--- src/core/tmm_consts.svh ---
// tmm_consts.svh: offsets, field positions, reset values and timing counts
// Assumes inclusion by bare name from the core files of the mode control.
// Operation
// - Shifter runs only while serial enable set
// - Shift clock idles at the polarity bit
// - Reserved mode bit five reads zero
// - Preset bit sets or clears toggle flip-flop
// - Preset ignored while timer enabled
// - Mode one drives no modulator pins
// - Toggle output on pin one or two
// - PWM output routing and fixed top choice
// - Mode five toggles output on enable
// - Serial data on pin one or two
// - Manchester: one rises, zero falls mid-bit
// - PWM code: high then low, two-thirds split
// - Load shifter from buffer, MSB first
// - Serial transmit and three-wire pin routing
// - Capture toggle routing, sensor mode drives none
// - Transmit empty flag set after reset
// - Serial disable clears receive flag
// - Top select picks fixed counter top
`ifndef TMM_CONSTS_SVH
`define TMM_CONSTS_SVH

// ---------------------------------------------------------------
// Register byte offsets
// ---------------------------------------------------------------
`define TMM_ADR_MODE_B 8'h00
`define TMM_ADR_MODE_A 8'h04
`define TMM_ADR_CTRL 8'h08
`define TMM_ADR_TXD 8'h0c
`define TMM_ADR_STAT 8'h10
`define TMM_ADR_RXD 8'h14

// ---------------------------------------------------------------
// Field positions and reset values
// ---------------------------------------------------------------
`define TMM_B_SSIE 7
`define TMM_B_CPOL 6
`define TMM_B_RSV 5
`define TMM_B_TOP 4
`define TMM_MODE_B_WMASK 8'hdf
`define TMM_MODE_B_RST 8'h00
`define TMM_MODE_A_RST 8'h00
`define TMM_A_TP_HI 7
`define TMM_A_TP_LO 6
`define TMM_C_TEN 0
`define TMM_C_CODE_HI 2
`define TMM_C_CODE_LO 1

// ---------------------------------------------------------------
// Fixed counter tops
// ---------------------------------------------------------------
`define TMM_TOP_OFF 10'h000
`define TMM_TOP_8 10'h0ff
`define TMM_TOP_9 10'h1ff
`define TMM_TOP_10 10'h3ff

// ---------------------------------------------------------------
// Line coding timing, in timer clock edges per bit
// ---------------------------------------------------------------
`define TMM_BIT_EDGES 3'd6
`define TMM_PH_LAST 3'd5
`define TMM_PH_MID 3'd3
`define TMM_PH_TWO_THIRD 3'd4
`define TMM_PH_ONE_THIRD 3'd2
`define TMM_BITS_LAST 3'd7

`endif

--- src/core/tmm_pkg.sv ---
// tmm_pkg.sv: types shared by the timer mode control files
// Assumes tmm_consts.svh holds all numeric constants.
package tmm_pkg;

   // ---------------------------------------------------------------
   // Mode field encodings
   // ---------------------------------------------------------------
   typedef enum logic [3:0] {
      MD_TIMER = 4'h0, MD_TOG1 = 4'h1, MD_TOG2 = 4'h2, MD_PWM1 = 4'h3,
      MD_PWM2 = 4'h4, MD_MOD1 = 4'h5, MD_MOD2 = 4'h6, MD_TX1 = 4'h7,
      MD_TX2 = 4'h8, MD_SPI = 4'h9, MD_CAP2 = 4'ha, MD_CAP1 = 4'hb,
      MD_SENSE = 4'hc, MD_RSV1 = 4'hd, MD_RSV2 = 4'he, MD_RSV3 = 4'hf
   } tmm_mode_t;

   // Line coding select
   typedef enum logic [1:0] {
      CD_NRZ = 2'h0, CD_MAN = 2'h1, CD_PWM = 2'h2, CD_RSV = 2'h3
   } tmm_code_t;

   // Shifter states, one-hot
   typedef enum logic [1:0] {
      SH_IDLE = 2'b01, SH_RUN = 2'b10
   } tmm_sh_state_t;

   // Three modulator pins, value and drive enable
   typedef struct packed {
      logic a_o;
      logic a_oe;
      logic b_o;
      logic b_oe;
      logic c_o;
      logic c_oe;
   } tmm_pins_t;

endpackage

--- src/core/tmm_line_coder.sv ---
// tmm_line_coder.sv: turns one data bit and its phase into a line level
// Assumes phase counts timer clock edges within a bit, 0 to 5.
`timescale 1ns/10ps
`include "tmm_consts.svh"

module tmm_line_coder
   import tmm_pkg::*;
(
   // Clock and reset
   input wire logic clk_i,
   input wire logic rst_i,
   // Bit and phase
   input wire tmm_code_t code_i,
   input wire logic bit_i,
   input wire logic [2:0] phase_i,
   // Coded level
   output logic level_o
);

   logic level_ff;
   logic nxt_level;

   // Level for the current phase
   always_comb begin
      case (code_i)
         CD_MAN: nxt_level = (phase_i < `TMM_PH_MID) ? ~bit_i : bit_i;
         CD_PWM: nxt_level = bit_i ? (phase_i < `TMM_PH_TWO_THIRD)
                                   : (phase_i < `TMM_PH_ONE_THIRD);
         default: nxt_level = bit_i;
      endcase
   end

   // Registered level
   always_ff @(posedge clk_i) begin
      if (rst_i) begin
         level_ff <= 1'b0;
      end else begin
         level_ff <= nxt_level;
      end
   end

   assign level_o = level_ff;
endmodule

--- src/core/tmm_shifter.sv ---
// tmm_shifter.sv: 8-bit serial shifter, MSB first, with receive side
// Assumes advance and sample pulses come from one clock domain.
`timescale 1ns/10ps
`include "tmm_consts.svh"

module tmm_shifter
   import tmm_pkg::*;
(
   // Clock and reset
   input wire logic clk_i,
   input wire logic rst_i,
   // Control
   input wire logic en_i,
   input wire logic load_i,
   input wire logic [7:0] data_i,
   input wire logic adv_i,
   input wire logic sample_i,
   input wire logic sdi_i,
   // Status and data
   output logic sdo_o,
   output logic busy_o,
   output logic done_o,
   output logic [7:0] rx_o
);

   tmm_sh_state_t st_ff, nxt_st;
   logic [7:0] shreg_ff, nxt_shreg;
   logic [7:0] rx_ff, nxt_rx;
   logic [2:0] cnt_ff, nxt_cnt;
   logic done_ff, nxt_done;

   // Next state of the shifter
   always_comb begin
      nxt_st = st_ff;
      nxt_shreg = shreg_ff;
      nxt_rx = rx_ff;
      nxt_cnt = cnt_ff;
      nxt_done = 1'b0;
      case (st_ff)
         SH_IDLE: begin
            if (en_i && load_i) begin
               nxt_shreg = data_i;
               nxt_cnt = 3'd0;
               nxt_st = SH_RUN;
            end
         end
         SH_RUN: begin
            if (!en_i) begin
               nxt_st = SH_IDLE;
               nxt_shreg = 8'h00;
            end else begin
               if (sample_i) begin
                  nxt_rx = {rx_ff[6:0], sdi_i};
               end
               if (adv_i) begin
                  nxt_shreg = {shreg_ff[6:0], 1'b0};
                  nxt_cnt = cnt_ff + 3'd1;
                  if (cnt_ff == `TMM_BITS_LAST) begin
                     nxt_st = SH_IDLE;
                     nxt_done = 1'b1;
                  end
               end
            end
         end
         default: nxt_st = SH_IDLE;
      endcase
   end

   // Shifter registers
   always_ff @(posedge clk_i) begin
      if (rst_i) begin
         st_ff <= SH_IDLE;
         shreg_ff <= 8'h00;
         rx_ff <= 8'h00;
         cnt_ff <= 3'd0;
         done_ff <= 1'b0;
      end else begin
         st_ff <= nxt_st;
         shreg_ff <= nxt_shreg;
         rx_ff <= nxt_rx;
         cnt_ff <= nxt_cnt;
         done_ff <= nxt_done;
      end
   end

   assign sdo_o = shreg_ff[7];
   assign busy_o = (st_ff == SH_RUN);
   assign done_o = done_ff;
   assign rx_o = rx_ff;
endmodule

--- src/core/tmm_mode_ctrl.sv ---
// tmm_mode_ctrl.sv: timer mode control with serial shifter and pin routing
// Assumes a classic Wishbone master on clk_i and an asynchronous timer
// output clock that paces the shifter.
//
// Chosen here: the register addresses and register access over Wishbone.
`timescale 1ns/10ps
`include "tmm_consts.svh"

module tmm_mode_ctrl
   import tmm_pkg::*;
(
   // Clock and reset
   input wire logic clk_i,
   input wire logic rst_i,
   // Wishbone slave
   input wire logic wb_cyc_i,
   input wire logic wb_stb_i,
   input wire logic wb_we_i,
   input wire logic [7:0] wb_adr_i,
   input wire logic [3:0] wb_sel_i,
   input wire logic [31:0] wb_dat_i,
   output logic [31:0] wb_dat_o,
   output logic wb_ack_o,
   // Counter core
   input wire logic toggle_event_i,
   input wire logic timer_clk_i,
   output logic timer_enable_o,
   output logic serial_enable_o,
   output logic toggle_o,
   output logic [9:0] top_value_o,
   // Modulator pins
   input wire logic [2:0] pin_i,
   output tmm_pins_t pins_o
);

   // ---------------------------------------------------------------
   // Helpers
   // ---------------------------------------------------------------

   // Pin routing for each mode
   function automatic tmm_pins_t route(tmm_mode_t m, logic tog, logic sdo,
                                       logic sck);
      tmm_pins_t p;
      p = '0;
      case (m)
         MD_TOG1, MD_PWM1, MD_CAP1: begin
            p.a_oe = 1'b1;
            p.a_o = tog;
         end
         MD_TOG2, MD_PWM2, MD_CAP2: begin
            p.b_oe = 1'b1;
            p.b_o = tog;
         end
         MD_MOD1: begin
            p.a_oe = 1'b1;
            p.a_o = sdo;
         end
         MD_MOD2: begin
            p.b_oe = 1'b1;
            p.b_o = sdo;
         end
         MD_TX1, MD_SPI: begin
            p.a_oe = 1'b1;
            p.a_o = sdo;
            p.b_oe = 1'b1;
            p.b_o = sck;
         end
         MD_TX2: begin
            p.a_oe = 1'b1;
            p.a_o = sck;
            p.b_oe = 1'b1;
            p.b_o = sdo;
         end
         default: p = '0;
      endcase
      return p;
   endfunction

   // ---------------------------------------------------------------
   // Register and bus state
   // ---------------------------------------------------------------
   logic [7:0] mode_b_ff, nxt_mode_b;
   logic [7:0] mode_a_ff, nxt_mode_a;
   logic [2:0] ctrl_ff, nxt_ctrl;
   logic [7:0] txd_ff, nxt_txd;
   logic tx_empty_ff, nxt_tx_empty;
   logic [7:0] rxd_ff, nxt_rxd;
   logic rx_flag_ff, nxt_rx_flag;
   logic toggle_ff, nxt_toggle;
   logic ten_d_ff, nxt_ten_d;
   logic ack_ff, nxt_ack;
   logic [31:0] dat_ff, nxt_dat;

   // Link side state
   logic tclk_s1_ff, tclk_s2_ff, tclk_s3_ff;
   logic sdi_s1_ff, sdi_s2_ff;
   logic [2:0] ph_ff, nxt_ph;
   tmm_pins_t pins_ff, nxt_pins;

   // Decoded control
   tmm_mode_t mode;
   tmm_code_t code;
   logic ssie, cpol, ten;
   logic req, wr_go, rd_go, rd_take;
   logic wr_mode_b, wr_txd, rd_rxd;
   logic serial_mode, coded, rise_p, fall_p;
   logic start, adv, sample, busy, done, sdo_raw, sdo_line, sck;
   logic [7:0] rx_word;
   logic [7:0] rdata;

   assign mode = tmm_mode_t'(mode_b_ff[3:0]);
   assign code = tmm_code_t'(ctrl_ff[`TMM_C_CODE_HI:`TMM_C_CODE_LO]);
   assign ssie = mode_b_ff[`TMM_B_SSIE];
   assign cpol = mode_b_ff[`TMM_B_CPOL];
   assign ten = ctrl_ff[`TMM_C_TEN];

   // Bus handshake terms, writes land on the acknowledged edge
   assign req = wb_cyc_i && wb_stb_i;
   assign rd_take = req && !ack_ff;
   assign wr_go = req && ack_ff && wb_we_i && wb_sel_i[0];
   assign rd_go = req && ack_ff && !wb_we_i;
   assign wr_mode_b = wr_go && (wb_adr_i == `TMM_ADR_MODE_B);
   assign wr_txd = wr_go && (wb_adr_i == `TMM_ADR_TXD);
   assign rd_rxd = rd_go && (wb_adr_i == `TMM_ADR_RXD);

   // ---------------------------------------------------------------
   // Read mux, unmapped reads return zero
   // ---------------------------------------------------------------
   always_comb begin
      rdata = 8'h00;
      if (wb_adr_i == `TMM_ADR_MODE_B) begin
         rdata = mode_b_ff & `TMM_MODE_B_WMASK;
      end else if (wb_adr_i == `TMM_ADR_MODE_A) begin
         rdata = mode_a_ff;
      end else if (wb_adr_i == `TMM_ADR_CTRL) begin
         rdata = {5'h00, ctrl_ff};
      end else if (wb_adr_i == `TMM_ADR_TXD) begin
         rdata = txd_ff;
      end else if (wb_adr_i == `TMM_ADR_STAT) begin
         rdata = {4'h0, toggle_ff, busy, rx_flag_ff, tx_empty_ff};
      end else if (wb_adr_i == `TMM_ADR_RXD) begin
         rdata = rxd_ff;
      end
   end

   // ---------------------------------------------------------------
   // Register file, flags and toggle flip-flop
   // ---------------------------------------------------------------
   always_comb begin
      nxt_mode_b = mode_b_ff;
      nxt_mode_a = mode_a_ff;
      nxt_ctrl = ctrl_ff;
      nxt_txd = txd_ff;
      nxt_tx_empty = tx_empty_ff;
      nxt_rxd = rxd_ff;
      nxt_rx_flag = rx_flag_ff;
      nxt_toggle = toggle_ff;
      nxt_ten_d = ten;
      nxt_ack = rd_take;
      nxt_dat = rd_take ? {24'h000000, rdata} : dat_ff;
      if (wr_mode_b) begin
         nxt_mode_b = wb_dat_i[7:0] & `TMM_MODE_B_WMASK;
      end
      if (wr_go && wb_adr_i == `TMM_ADR_MODE_A) begin
         nxt_mode_a = wb_dat_i[7:0];
      end
      if (wr_go && wb_adr_i == `TMM_ADR_CTRL) begin
         nxt_ctrl = wb_dat_i[2:0];
      end
      // Buffer empties when the shifter takes it, fills on write
      if (wr_txd) begin
         nxt_txd = wb_dat_i[7:0];
         nxt_tx_empty = 1'b0;
      end else if (start) begin
         nxt_tx_empty = 1'b1;
      end
      // Received word; set beats the read clear, disable clears all
      if (done && mode == MD_SPI) begin
         nxt_rxd = rx_word;
         nxt_rx_flag = 1'b1;
      end else if (rd_rxd) begin
         nxt_rx_flag = 1'b0;
      end
      if (!ssie) begin
         nxt_rx_flag = 1'b0;
         nxt_rxd = 8'h00;
      end
      // Preset only while stopped, toggling only while running
      if (!ten) begin
         if (wr_mode_b) begin
            nxt_toggle = wb_dat_i[`TMM_B_TOP];
         end
      end else if (mode == MD_PWM2 && !ten_d_ff) begin
         nxt_toggle = ~toggle_ff;
      end else if (toggle_event_i && mode != MD_TIMER) begin
         nxt_toggle = ~toggle_ff;
      end
   end

   always_ff @(posedge clk_i) begin
      if (rst_i) begin
         mode_b_ff <= `TMM_MODE_B_RST;
         mode_a_ff <= `TMM_MODE_A_RST;
         ctrl_ff <= 3'h0;
         txd_ff <= 8'h00;
         tx_empty_ff <= 1'b1;
         rxd_ff <= 8'h00;
         rx_flag_ff <= 1'b0;
         toggle_ff <= 1'b0;
         ten_d_ff <= 1'b0;
         ack_ff <= 1'b0;
         dat_ff <= 32'h00000000;
      end else begin
         mode_b_ff <= nxt_mode_b;
         mode_a_ff <= nxt_mode_a;
         ctrl_ff <= nxt_ctrl;
         txd_ff <= nxt_txd;
         tx_empty_ff <= nxt_tx_empty;
         rxd_ff <= nxt_rxd;
         rx_flag_ff <= nxt_rx_flag;
         toggle_ff <= nxt_toggle;
         ten_d_ff <= nxt_ten_d;
         ack_ff <= nxt_ack;
         dat_ff <= nxt_dat;
      end
   end

   // ---------------------------------------------------------------
   // Timer clock and serial input synchronisers
   // ---------------------------------------------------------------
   always_ff @(posedge clk_i) begin
      if (rst_i) begin
         tclk_s1_ff <= 1'b0;
         tclk_s2_ff <= 1'b0;
         tclk_s3_ff <= 1'b0;
         sdi_s1_ff <= 1'b0;
         sdi_s2_ff <= 1'b0;
      end else begin
         tclk_s1_ff <= timer_clk_i;
         tclk_s2_ff <= tclk_s1_ff;
         tclk_s3_ff <= tclk_s2_ff;
         sdi_s1_ff <= pin_i[2];
         sdi_s2_ff <= sdi_s1_ff;
      end
   end

   assign rise_p = tclk_s2_ff && !tclk_s3_ff;
   assign fall_p = !tclk_s2_ff && tclk_s3_ff;

   // ---------------------------------------------------------------
   // Shifter pacing: coded modes use six edges a bit
   // ---------------------------------------------------------------
   assign serial_mode = (mode >= MD_MOD1) && (mode <= MD_SPI);
   assign coded = (mode == MD_MOD1 || mode == MD_MOD2) && code != CD_NRZ;
   // Load just after a timer clock fall, so data settles before the first rise
   assign start = ssie && serial_mode && !busy && !tx_empty_ff && fall_p;
   assign adv = coded ? ((rise_p || fall_p) && ph_ff == `TMM_PH_LAST) : fall_p;
   assign sample = rise_p && mode == MD_SPI;
   // Shift clock rests at the polarity level between words
   assign sck = cpol ^ (busy && tclk_s2_ff);

   always_comb begin
      nxt_ph = ph_ff;
      if (!busy || !coded) begin
         nxt_ph = 3'd0;
      end else if (rise_p || fall_p) begin
         nxt_ph = (ph_ff == `TMM_PH_LAST) ? 3'd0 : ph_ff + 3'd1;
      end
      nxt_pins = route(mode, toggle_ff, sdo_line, sck);
   end

   always_ff @(posedge clk_i) begin
      if (rst_i) begin
         ph_ff <= 3'd0;
         pins_ff <= '0;
      end else begin
         ph_ff <= nxt_ph;
         pins_ff <= nxt_pins;
      end
   end

   // ---------------------------------------------------------------
   // Shifter and line coder
   // ---------------------------------------------------------------
   tmm_shifter u_shift (
      .clk_i(clk_i),
      .rst_i(rst_i),
      .en_i(ssie),
      .load_i(start),
      .data_i(txd_ff),
      .adv_i(adv),
      .sample_i(sample),
      .sdi_i(sdi_s2_ff),
      .sdo_o(sdo_raw),
      .busy_o(busy),
      .done_o(done),
      .rx_o(rx_word)
   );

   logic coded_lvl;

   tmm_line_coder u_coder (
      .clk_i(clk_i),
      .rst_i(rst_i),
      .code_i(coded ? code : CD_NRZ),
      .bit_i(sdo_raw),
      .phase_i(ph_ff),
      .level_o(coded_lvl)
   );

   assign sdo_line = !busy ? 1'b0 : (coded ? coded_lvl : sdo_raw);

   // ---------------------------------------------------------------
   // Outputs
   // ---------------------------------------------------------------
   always_comb begin
      case (mode_a_ff[`TMM_A_TP_HI:`TMM_A_TP_LO])
         2'd1: top_value_o = `TMM_TOP_8;
         2'd2: top_value_o = `TMM_TOP_9;
         2'd3: top_value_o = `TMM_TOP_10;
         default: top_value_o = `TMM_TOP_OFF;
      endcase
   end

   assign wb_ack_o = ack_ff;
   assign wb_dat_o = dat_ff;
   assign timer_enable_o = ten;
   assign serial_enable_o = ssie;
   assign toggle_o = toggle_ff;
   assign pins_o = pins_ff;
endmodule

--- config.mk ---
export PLATFORM = sky130hd
export DESIGN_NAME = tmm_mode_ctrl
export DESIGN_NICKNAME = d
export VERILOG_FILES = /design/src/core/tmm_pkg.sv /design/src/core/tmm_line_coder.sv /design/src/core/tmm_shifter.sv /design/src/core/tmm_mode_ctrl.sv
export VERILOG_INCLUDE_DIRS = /design/src /design/src/core
export SDC_FILE = /design/constraint.sdc
export NUM_CORES = 1
export LEC_CHECK = 0
export ABC_AREA = 1
export BUFFER_PORTS_ARGS = -buffer_cell sky130_fd_sc_hd__buf_2
export CAP_MARGIN = 25
export CORE_MARGIN = 3
export CORE_UTILIZATION = 30
export CTS_BUF_LIST = sky130_fd_sc_hd__clkbuf_8
export DETAILED_ROUTE_END_ITERATION = 6
export GPL_TIMING_DRIVEN = 0
export SLEW_MARGIN = 5
export SYNTH_ARGS = -nofsm -noshare
export SYNTH_HDL_FRONTEND = slang
export SYNTH_SLANG_ARGS = --single-unit
export TNS_END_PERCENT = 10
--- constraint.sdc ---
create_clock -name clk_i -period 1.7 [get_ports clk_i]
set_clock_uncertainty 0.1 [all_clocks]
set_input_delay 0.17 -clock clk_i [delete_from_list [all_inputs] [get_ports clk_i]]
set_output_delay 0.17 -clock clk_i [all_outputs]
set_load 0.02 [all_outputs]
Word-level counts from Yosys, hierarchy flattened
Cells that the tools add are included.
{"block": "totals", "word_cells": 169, "inputBits": 54, "output_inout_bits": 52, "register_bits": 84}
{"block": "classes", "mux": 39, "n_reduce_logical": 57, "n_bitwise": 6, "order_cmp": 5, "n_addsub": 2, "eq_ne": 31}
{"operator": "$mux W8", "count": 9}
{"operator": "$pmux W10 S3", "count": 1}
{"operator": "$logic_and A1 B1 Y1", "count": 26}
{"operator": "$eq A4 B3 Y1 const B", "count": 4}
{"operator": "$eq A4 B4 Y1 const B", "count": 4}
{"operator": "$eq A8 B4 Y1 const B", "count": 2}
{"operator": "$eq A8 B5 Y1 const B", "count": 2}
{"operator": "$pmux W8 S2", "count": 1}
{"operator": "$mux W1", "count": 14}
{"operator": "$mux W3", "count": 4}
{"operator": "$pmux W2 S3", "count": 2}
{"operator": "$mux W2", "count": 5}
{"operator": "$reduce_bool A2 Y1", "count": 5}
{"operator": "$reduce_and A3 Y1", "count": 3}
{"operator": "$reduce_or A3 Y1", "count": 3}
{"operator": "$eq A2 B2 Y1 const B", "count": 4}
{"operator": "$eq A4 B2 Y1 const B", "count": 2}
{"operator": "$eq A8 B3 Y1 const B", "count": 1}
{"operator": "$logic_not A1 Y1", "count": 8}
{"operator": "$logic_not A8 Y1", "count": 1}
{"operator": "$reduce_or A2 Y1", "count": 4}
{"operator": "$add A3 B1 Y3 const B", "count": 2}
{"operator": "$eq A2 B1 Y1 const B", "count": 3}
{"operator": "$eq A3 B3 Y1 const B", "count": 2}
{"operator": "20 further kinds", "count": 28}

Longest topological paths before layout
{"block": "logic_depth", "ltp_word": 9, "ltp_mapped": 13, "mapped_depth_nobuf": 11}

Cells and area by module
From an unflattened synthesis, not the netlist that was laid out.
{"block": "hier_totals", "hier_cells": 584, "area_unflattened_um2": 4242.8}
{"mod": "tmm_mode_ctrl", "n_inst": 1, "cells_each": 410, "area_each_um2": 3044.2, "seq_area_each_um2": 1181.1}
{"mod": "tmm_shifter", "n_inst": 1, "cells_each": 156, "area_each_um2": 1088.5, "seq_area_each_um2": 440.4}
{"mod": "tmm_line_coder", "n_inst": 1, "cells_each": 18, "area_each_um2": 110.1, "seq_area_each_um2": 20.0}

Worst setup path after synthesis
OpenSTA, ideal clock, no wires.
{"block": "synth_timing", "kind": "flip-flop to flip-flop", "start": "reg tclk_s2_ff", "end": "reg u_shift.shreg_ff[3]", "setup_ps": 113, "period_less_slack_ps": 1748, "n_path_buf": 1, "arrival_ps": 1535, "stages_incl_launch_ff": 12, "required_time_ps": 1487, "slack_ps": -48, "cell_sequence": "dfxtp_1 -> inv_1 -> ha_1 -> nor2_1 -> nand2_1 -> nor2_1 -> nand2_2 -> nand3_2 -> nand3_4 -> buf_6 -> nor2_1 -> nor2_1"}
{"block": "synth_via", "elab_chain_cells": 7, "word_cells_on_any_way": 11, "cone_classes": "2 x eq/ne; 1 x mux; 8 x reduce/logical"}
{"element": "start: declaration", "line_no": "tmm_mode_ctrl.sv:95", "text": "logic tclk_s1_ff, tclk_s2_ff, tclk_s3_ff;"}
{"element": "start signal: assignment", "line_no": "tmm_mode_ctrl.sv:240", "text": "tclk_s2_ff <= tclk_s1_ff;"}
{"element": "$logic_not A1 Y1", "line_no": "tmm_mode_ctrl.sv:248", "text": "assign fall_p = !tclk_s2_ff && tclk_s3_ff;"}
{"element": "$logic_and A1 B1 Y1", "line_no": "tmm_mode_ctrl.sv:248"}
{"element": "$logic_or A1 B1 Y1", "line_no": "tmm_mode_ctrl.sv:257", "text": "assign adv = coded ? ((rise_p || fall_p) && ph_ff == `TMM_PH_LAST) : fall_p;"}
{"element": "$logic_and A1 B1 Y1 (no line)"}
{"element": "$mux W1", "line_no": "tmm_mode_ctrl.sv:257"}
{"element": "$ne A3 B3 Y1 (no line)"}
{"element": "$reduce_and A3 Y1 (no line) *"}
{"element": "end signal: assignment", "line_no": "tmm_shifter.sv:79", "text": "shreg_ff <= nxt_shreg;"}
{"element": "end: declaration", "line_no": "tmm_shifter.sv:27", "text": "logic [7:0] shreg_ff, nxt_shreg;"}
Every way passes the cells marked *; elsewhere a longest branch is shown, timed or not.
A chain may end at the register's enable or synchronous reset.

Worst setup path in the final report
{"block": "layout_timing", "start": "reg u_shift.st_ff[0]", "end": "reg u_shift.shreg_ff[2]"}
{"block": "layout_via", "elab_chain_cells": 8, "word_cells_on_any_way": 12, "cone_classes": "4 x eq/ne; 1 x mux; 7 x reduce/logical"}
{"element": "start: declaration", "line_no": "tmm_shifter.sv:26", "text": "tmm_sh_state_t st_ff, nxt_st;"}
{"element": "start signal: assignment", "line_no": "tmm_shifter.sv:78", "text": "st_ff <= nxt_st;"}
{"element": "$eq A2 B2 Y1", "line_no": "tmm_shifter.sv:39, tmm_shifter.sv:87"}
{"element": "$logic_not A1 Y1"}
{"element": "$logic_and A1 B1 Y1 (3 in a row)", "line_no": "tmm_mode_ctrl.sv:256", "text": "assign start = ssie && serial_mode && !busy && !tx_empty_ff && fall_p;"}
{"element": "$logic_and A1 B1 Y1", "line_no": "tmm_shifter.sv:41", "text": "if (en_i && load_i) begin"}
{"element": "$ne A2 B1 Y1 (no line)"}
{"element": "$reduce_and A3 Y1 (no line)"}
Several ways; a longest one is shown, not always the timed one.

==> reports/metrics.yaml <==
drt:
  vias_per_cell: 4.53
  drc: 0
  routedWlPerCell_um: 12.8
  wl_um: 11300
  dr.pass1.iters: 4
  routed-via-count: 3992
  dr.first_iter.drc_count: 304
  ant_nets: 0
floorplan:
  initial_utilization: 0.310
  die_h_um: 124
  rows: 42
  die-area_um2: 15300
  io_pins: 106
  coreArea_um2: 13400
  fp.dieW_um: 124
grt:
  grt_max_degree: 14
  antenna_found_initial: 0
  overflow: 0
  grt_pass1_vias: 3552
  grt_pass1_wl_um: 17800
  grt_usage: 0.149
setup_path:
  worstPathRequired_ns: 1.89
  crit_fanout: 5
  worst_setup_path_start_kind: "flip-flop"
  cp-end-kind: "flip-flop"
  crit_type: "flip-flop to flip-flop"
  cp.arrival_ns: 1.89
cells_and_area:
  fillCellCount: 1435
  stdcell_count: 882
  antennaDiodeCount: 0
  area_growth_pct: 26.4
  layout-drive-gt1-share: 0.266
  nets: 763
  multiInputGateArea_um2: 2100
  seqCellArea_um2: 1650
cts:
  cts_buffers: 9
  root_buffer: "clkbuf_8"
  cts_buffer_depth: 2
  cts_sinks: 82
  insertion_delay_ns: 0.36
  cts_max_level: 3
  tritoncts: "done"
  clkTransAtPathRegs_ns: 0.09
power_and_ir_drop:
  peakVddDrop_uv: 343
  power_density_nw_per_um2: 700
  p_leak_nw: 2.46
  power_w: 0.00367
sta:
  fmax_mhz: 588
  setup_viol: 1
  drv_slew: 0
  period_needed_ns: 1.70
  grt_setup_unrepaired: "yes"
  hold_viol_final: 0
  setup_slack_ns: -0.00118
  relSlewSlack: 0.534
  worst_pin_slew_ns: 0.700
  finalCritPeriodShare: 1.00
  tns_ns: -0.00118
synthesis:
  syn-cell-area_um2: 4150
  yosysTopAreaCellShare: 0.396
  ys_top_cells_by_area: "dfxtp_1 (40%), nand2_1 (8.8%), nor2_1 (7.5%)"
  synth-seq-cells: 82
  synth_cell_types: 30
  synth_top_area_cell: "dfxtp_1"
  syn_avg_cell_area_um2: 6.96
  yosys_warnings: 0
  synthCells: 596
  ys_seq_area_frac: 0.396
run:
  maxCapViolCount: 0
status:
  violations: "negative setup slack"
  status: "finished, violations left"
placed_design:
  dp_cells: 846
  dpl.hpwl_um: 8410
  portBuffers: 49
  gp_congestion: 0.844
min_path:
  min_path_type: "input pin to flip-flop"
worst max-delay path, stage by stage (launching register included):
cell and delay [ns]:
dfxtp_2 0.34, inv_2 0.05, ha_4 0.18, inv_4 0.07, nand2_2 0.06, nor3_4 0.16
nand2_2 0.10, nand2_4 0.08, nand3_4 0.12, buf_4 0.17, nand2_1 0.05, nand2_1 0.04
nor2_1 0.09
final cells by class:
type                    count  area share
inverters                  75      0.0546
clock buffers              11      0.0289
well taps                 176      0.0420
multi-input cells         414       0.401
flip-flops and latches     82       0.315
clock inverters             5      0.0103
plain buffers              49      0.0632
repair buffers             70      0.0849
synthesized netlist by cell type:
cell type / instances
nand3_2: 1
nor2_1: 83
xor2_1: 1
ha_1: 8
clkbuf_1: 9
conb_1: 1
buf_6: 1
nor3_2: 1
a21oi_1: 62
nand3_4: 1
nand4_1: 5
o21ai_0: 56
buf_1: 1
or2_2: 3
nand3_1: 36
nor3_1: 4
nor2_4: 7
o211ai_1: 2
nand2_2: 9
nor3b_1: 1
inv_1: 67
dfxtp_1: 82
o22ai_1: 5
a32oi_1: 1
nor2_2: 3
o31ai_1: 2
inv_2: 8
buf_2: 5
nand2_1: 97
buf_4: 34
worst paths after layout:
check	start	cells past startpoint	to	slack [ns]
setup reg to reg	u_shift.st_ff[0]	12	u_shift.shreg_ff[2]	-0.001
hold / removal	wb_dat_i[6]	3	mode_a_ff[6]	0.01
hold reg to reg	tclk_s1_ff	2	tclk_s2_ff	0.30
setup / recovery	u_shift.st_ff[0]	12	u_shift.shreg_ff[2]	-0.001
timing repair:
| action | 4_1_cts | 5_1_grt |
|---|---|---|
| setup buffers | 11 | 3 |
| endpoints found under the setup margin | 35 | 54 |
| pin swaps | 9 | 10 |
| gates cloned | 1 | 0 |
| gates resized for setup | 21 | 35 |
| hold endpoints to repair | 6 | 0 |
| hold buffers | 6 | 0 |
layer usage:
metal	wire length (µm)	vias to the layer above	track usage
met5	0	-	0
met4	220	0	0.0484
met3	504	15	0.0300
met2	5140	83	0.230
met1	5460	1826	0.208
li1	-	2068	-
state kept, by name, indices dropped and copies added (netlist names):
register and flops:
u_coder.level_o 1, u_shift.cnt_ff 3, txd_ff 8, pins_o 4
u_shift.shreg_ff 8, mode_b_ff 7, tx_empty_ff 1, ctrl_ff 3
ten_d_ff 1, rxd_ff 8, u_shift.st_ff 2, sdi_s1_ff 1
tclk_s1_ff 1, u_shift.done_o 1, tclk_s2_ff 1, mode_a_ff 8
toggle_o 1, wb_dat_o 8, u_shift.rx_o 8, tclk_s3_ff 1
ph_ff 3, rx_flag_ff 1, sdi_s2_ff 1, wb_ack_o 1
kinds of logic (layout without fill, tap and decap cells):
| kind of cell | after synthesis | in the layout | share of synthesized area |
|---|---|---|---|
| simple gates | 251 | 251 | 0.271 |
| compound gates | 128 | 128 | 0.159 |
| buf+inv | 125 | 210 | 0.147 |
| flops | 82 | 82 | 0.396 |
| fa+ha+maj | 8 | 8 | 0.0241 |
| other cells | 1 | 26 | 0.000904 |
| xor+xnor | 1 | 1 | 0.00211 |
power by group:
part,internal (W),total [W],switching (W)
sequential,0.00192,0.00193,0.00000302
combinational,0.0000993,0.000267,0.000168
clock,0.000752,0.00148,0.000724
placed cells by master, fill, tap and decap left out, types with 7 or more instances in the layout:
cell	synthesis	final
clkbuf_8	0	11
nand2_1	97	85
nand3_1	36	34
o21ai_0	56	53
nor2_1	83	78
buf_4	34	44
a21oi_1	62	61
inv_1	67	62
conb_1	1	26
nor2_2	3	7
buf_2	5	52
clkbuf_1	9	7
nor2_4	7	8
nand2_2	9	19
inv_2	8	12
dfxtp_1	82	75
stage by stage:
stage / setup slack, ns / util / cell area (µm²) / hold WS (ns)
2_1_floorplan: 0.0196 / - / 4260 / 0.177
3_3_place_gp: -0.334 / 0.353 / 4730 / 0.275
3_5_place_dp: -0.315 / 0.353 / 4730 / 0.281
4_1_cts: -0.0522 / 0.383 / 5140 / 0.00173
5_1_grt: -0.111 / 0.392 / 5250 / 0.0186
6_report: -0.00118 / 0.392 / 5250 / 0.0110
(Power assumes the default switching activity.)
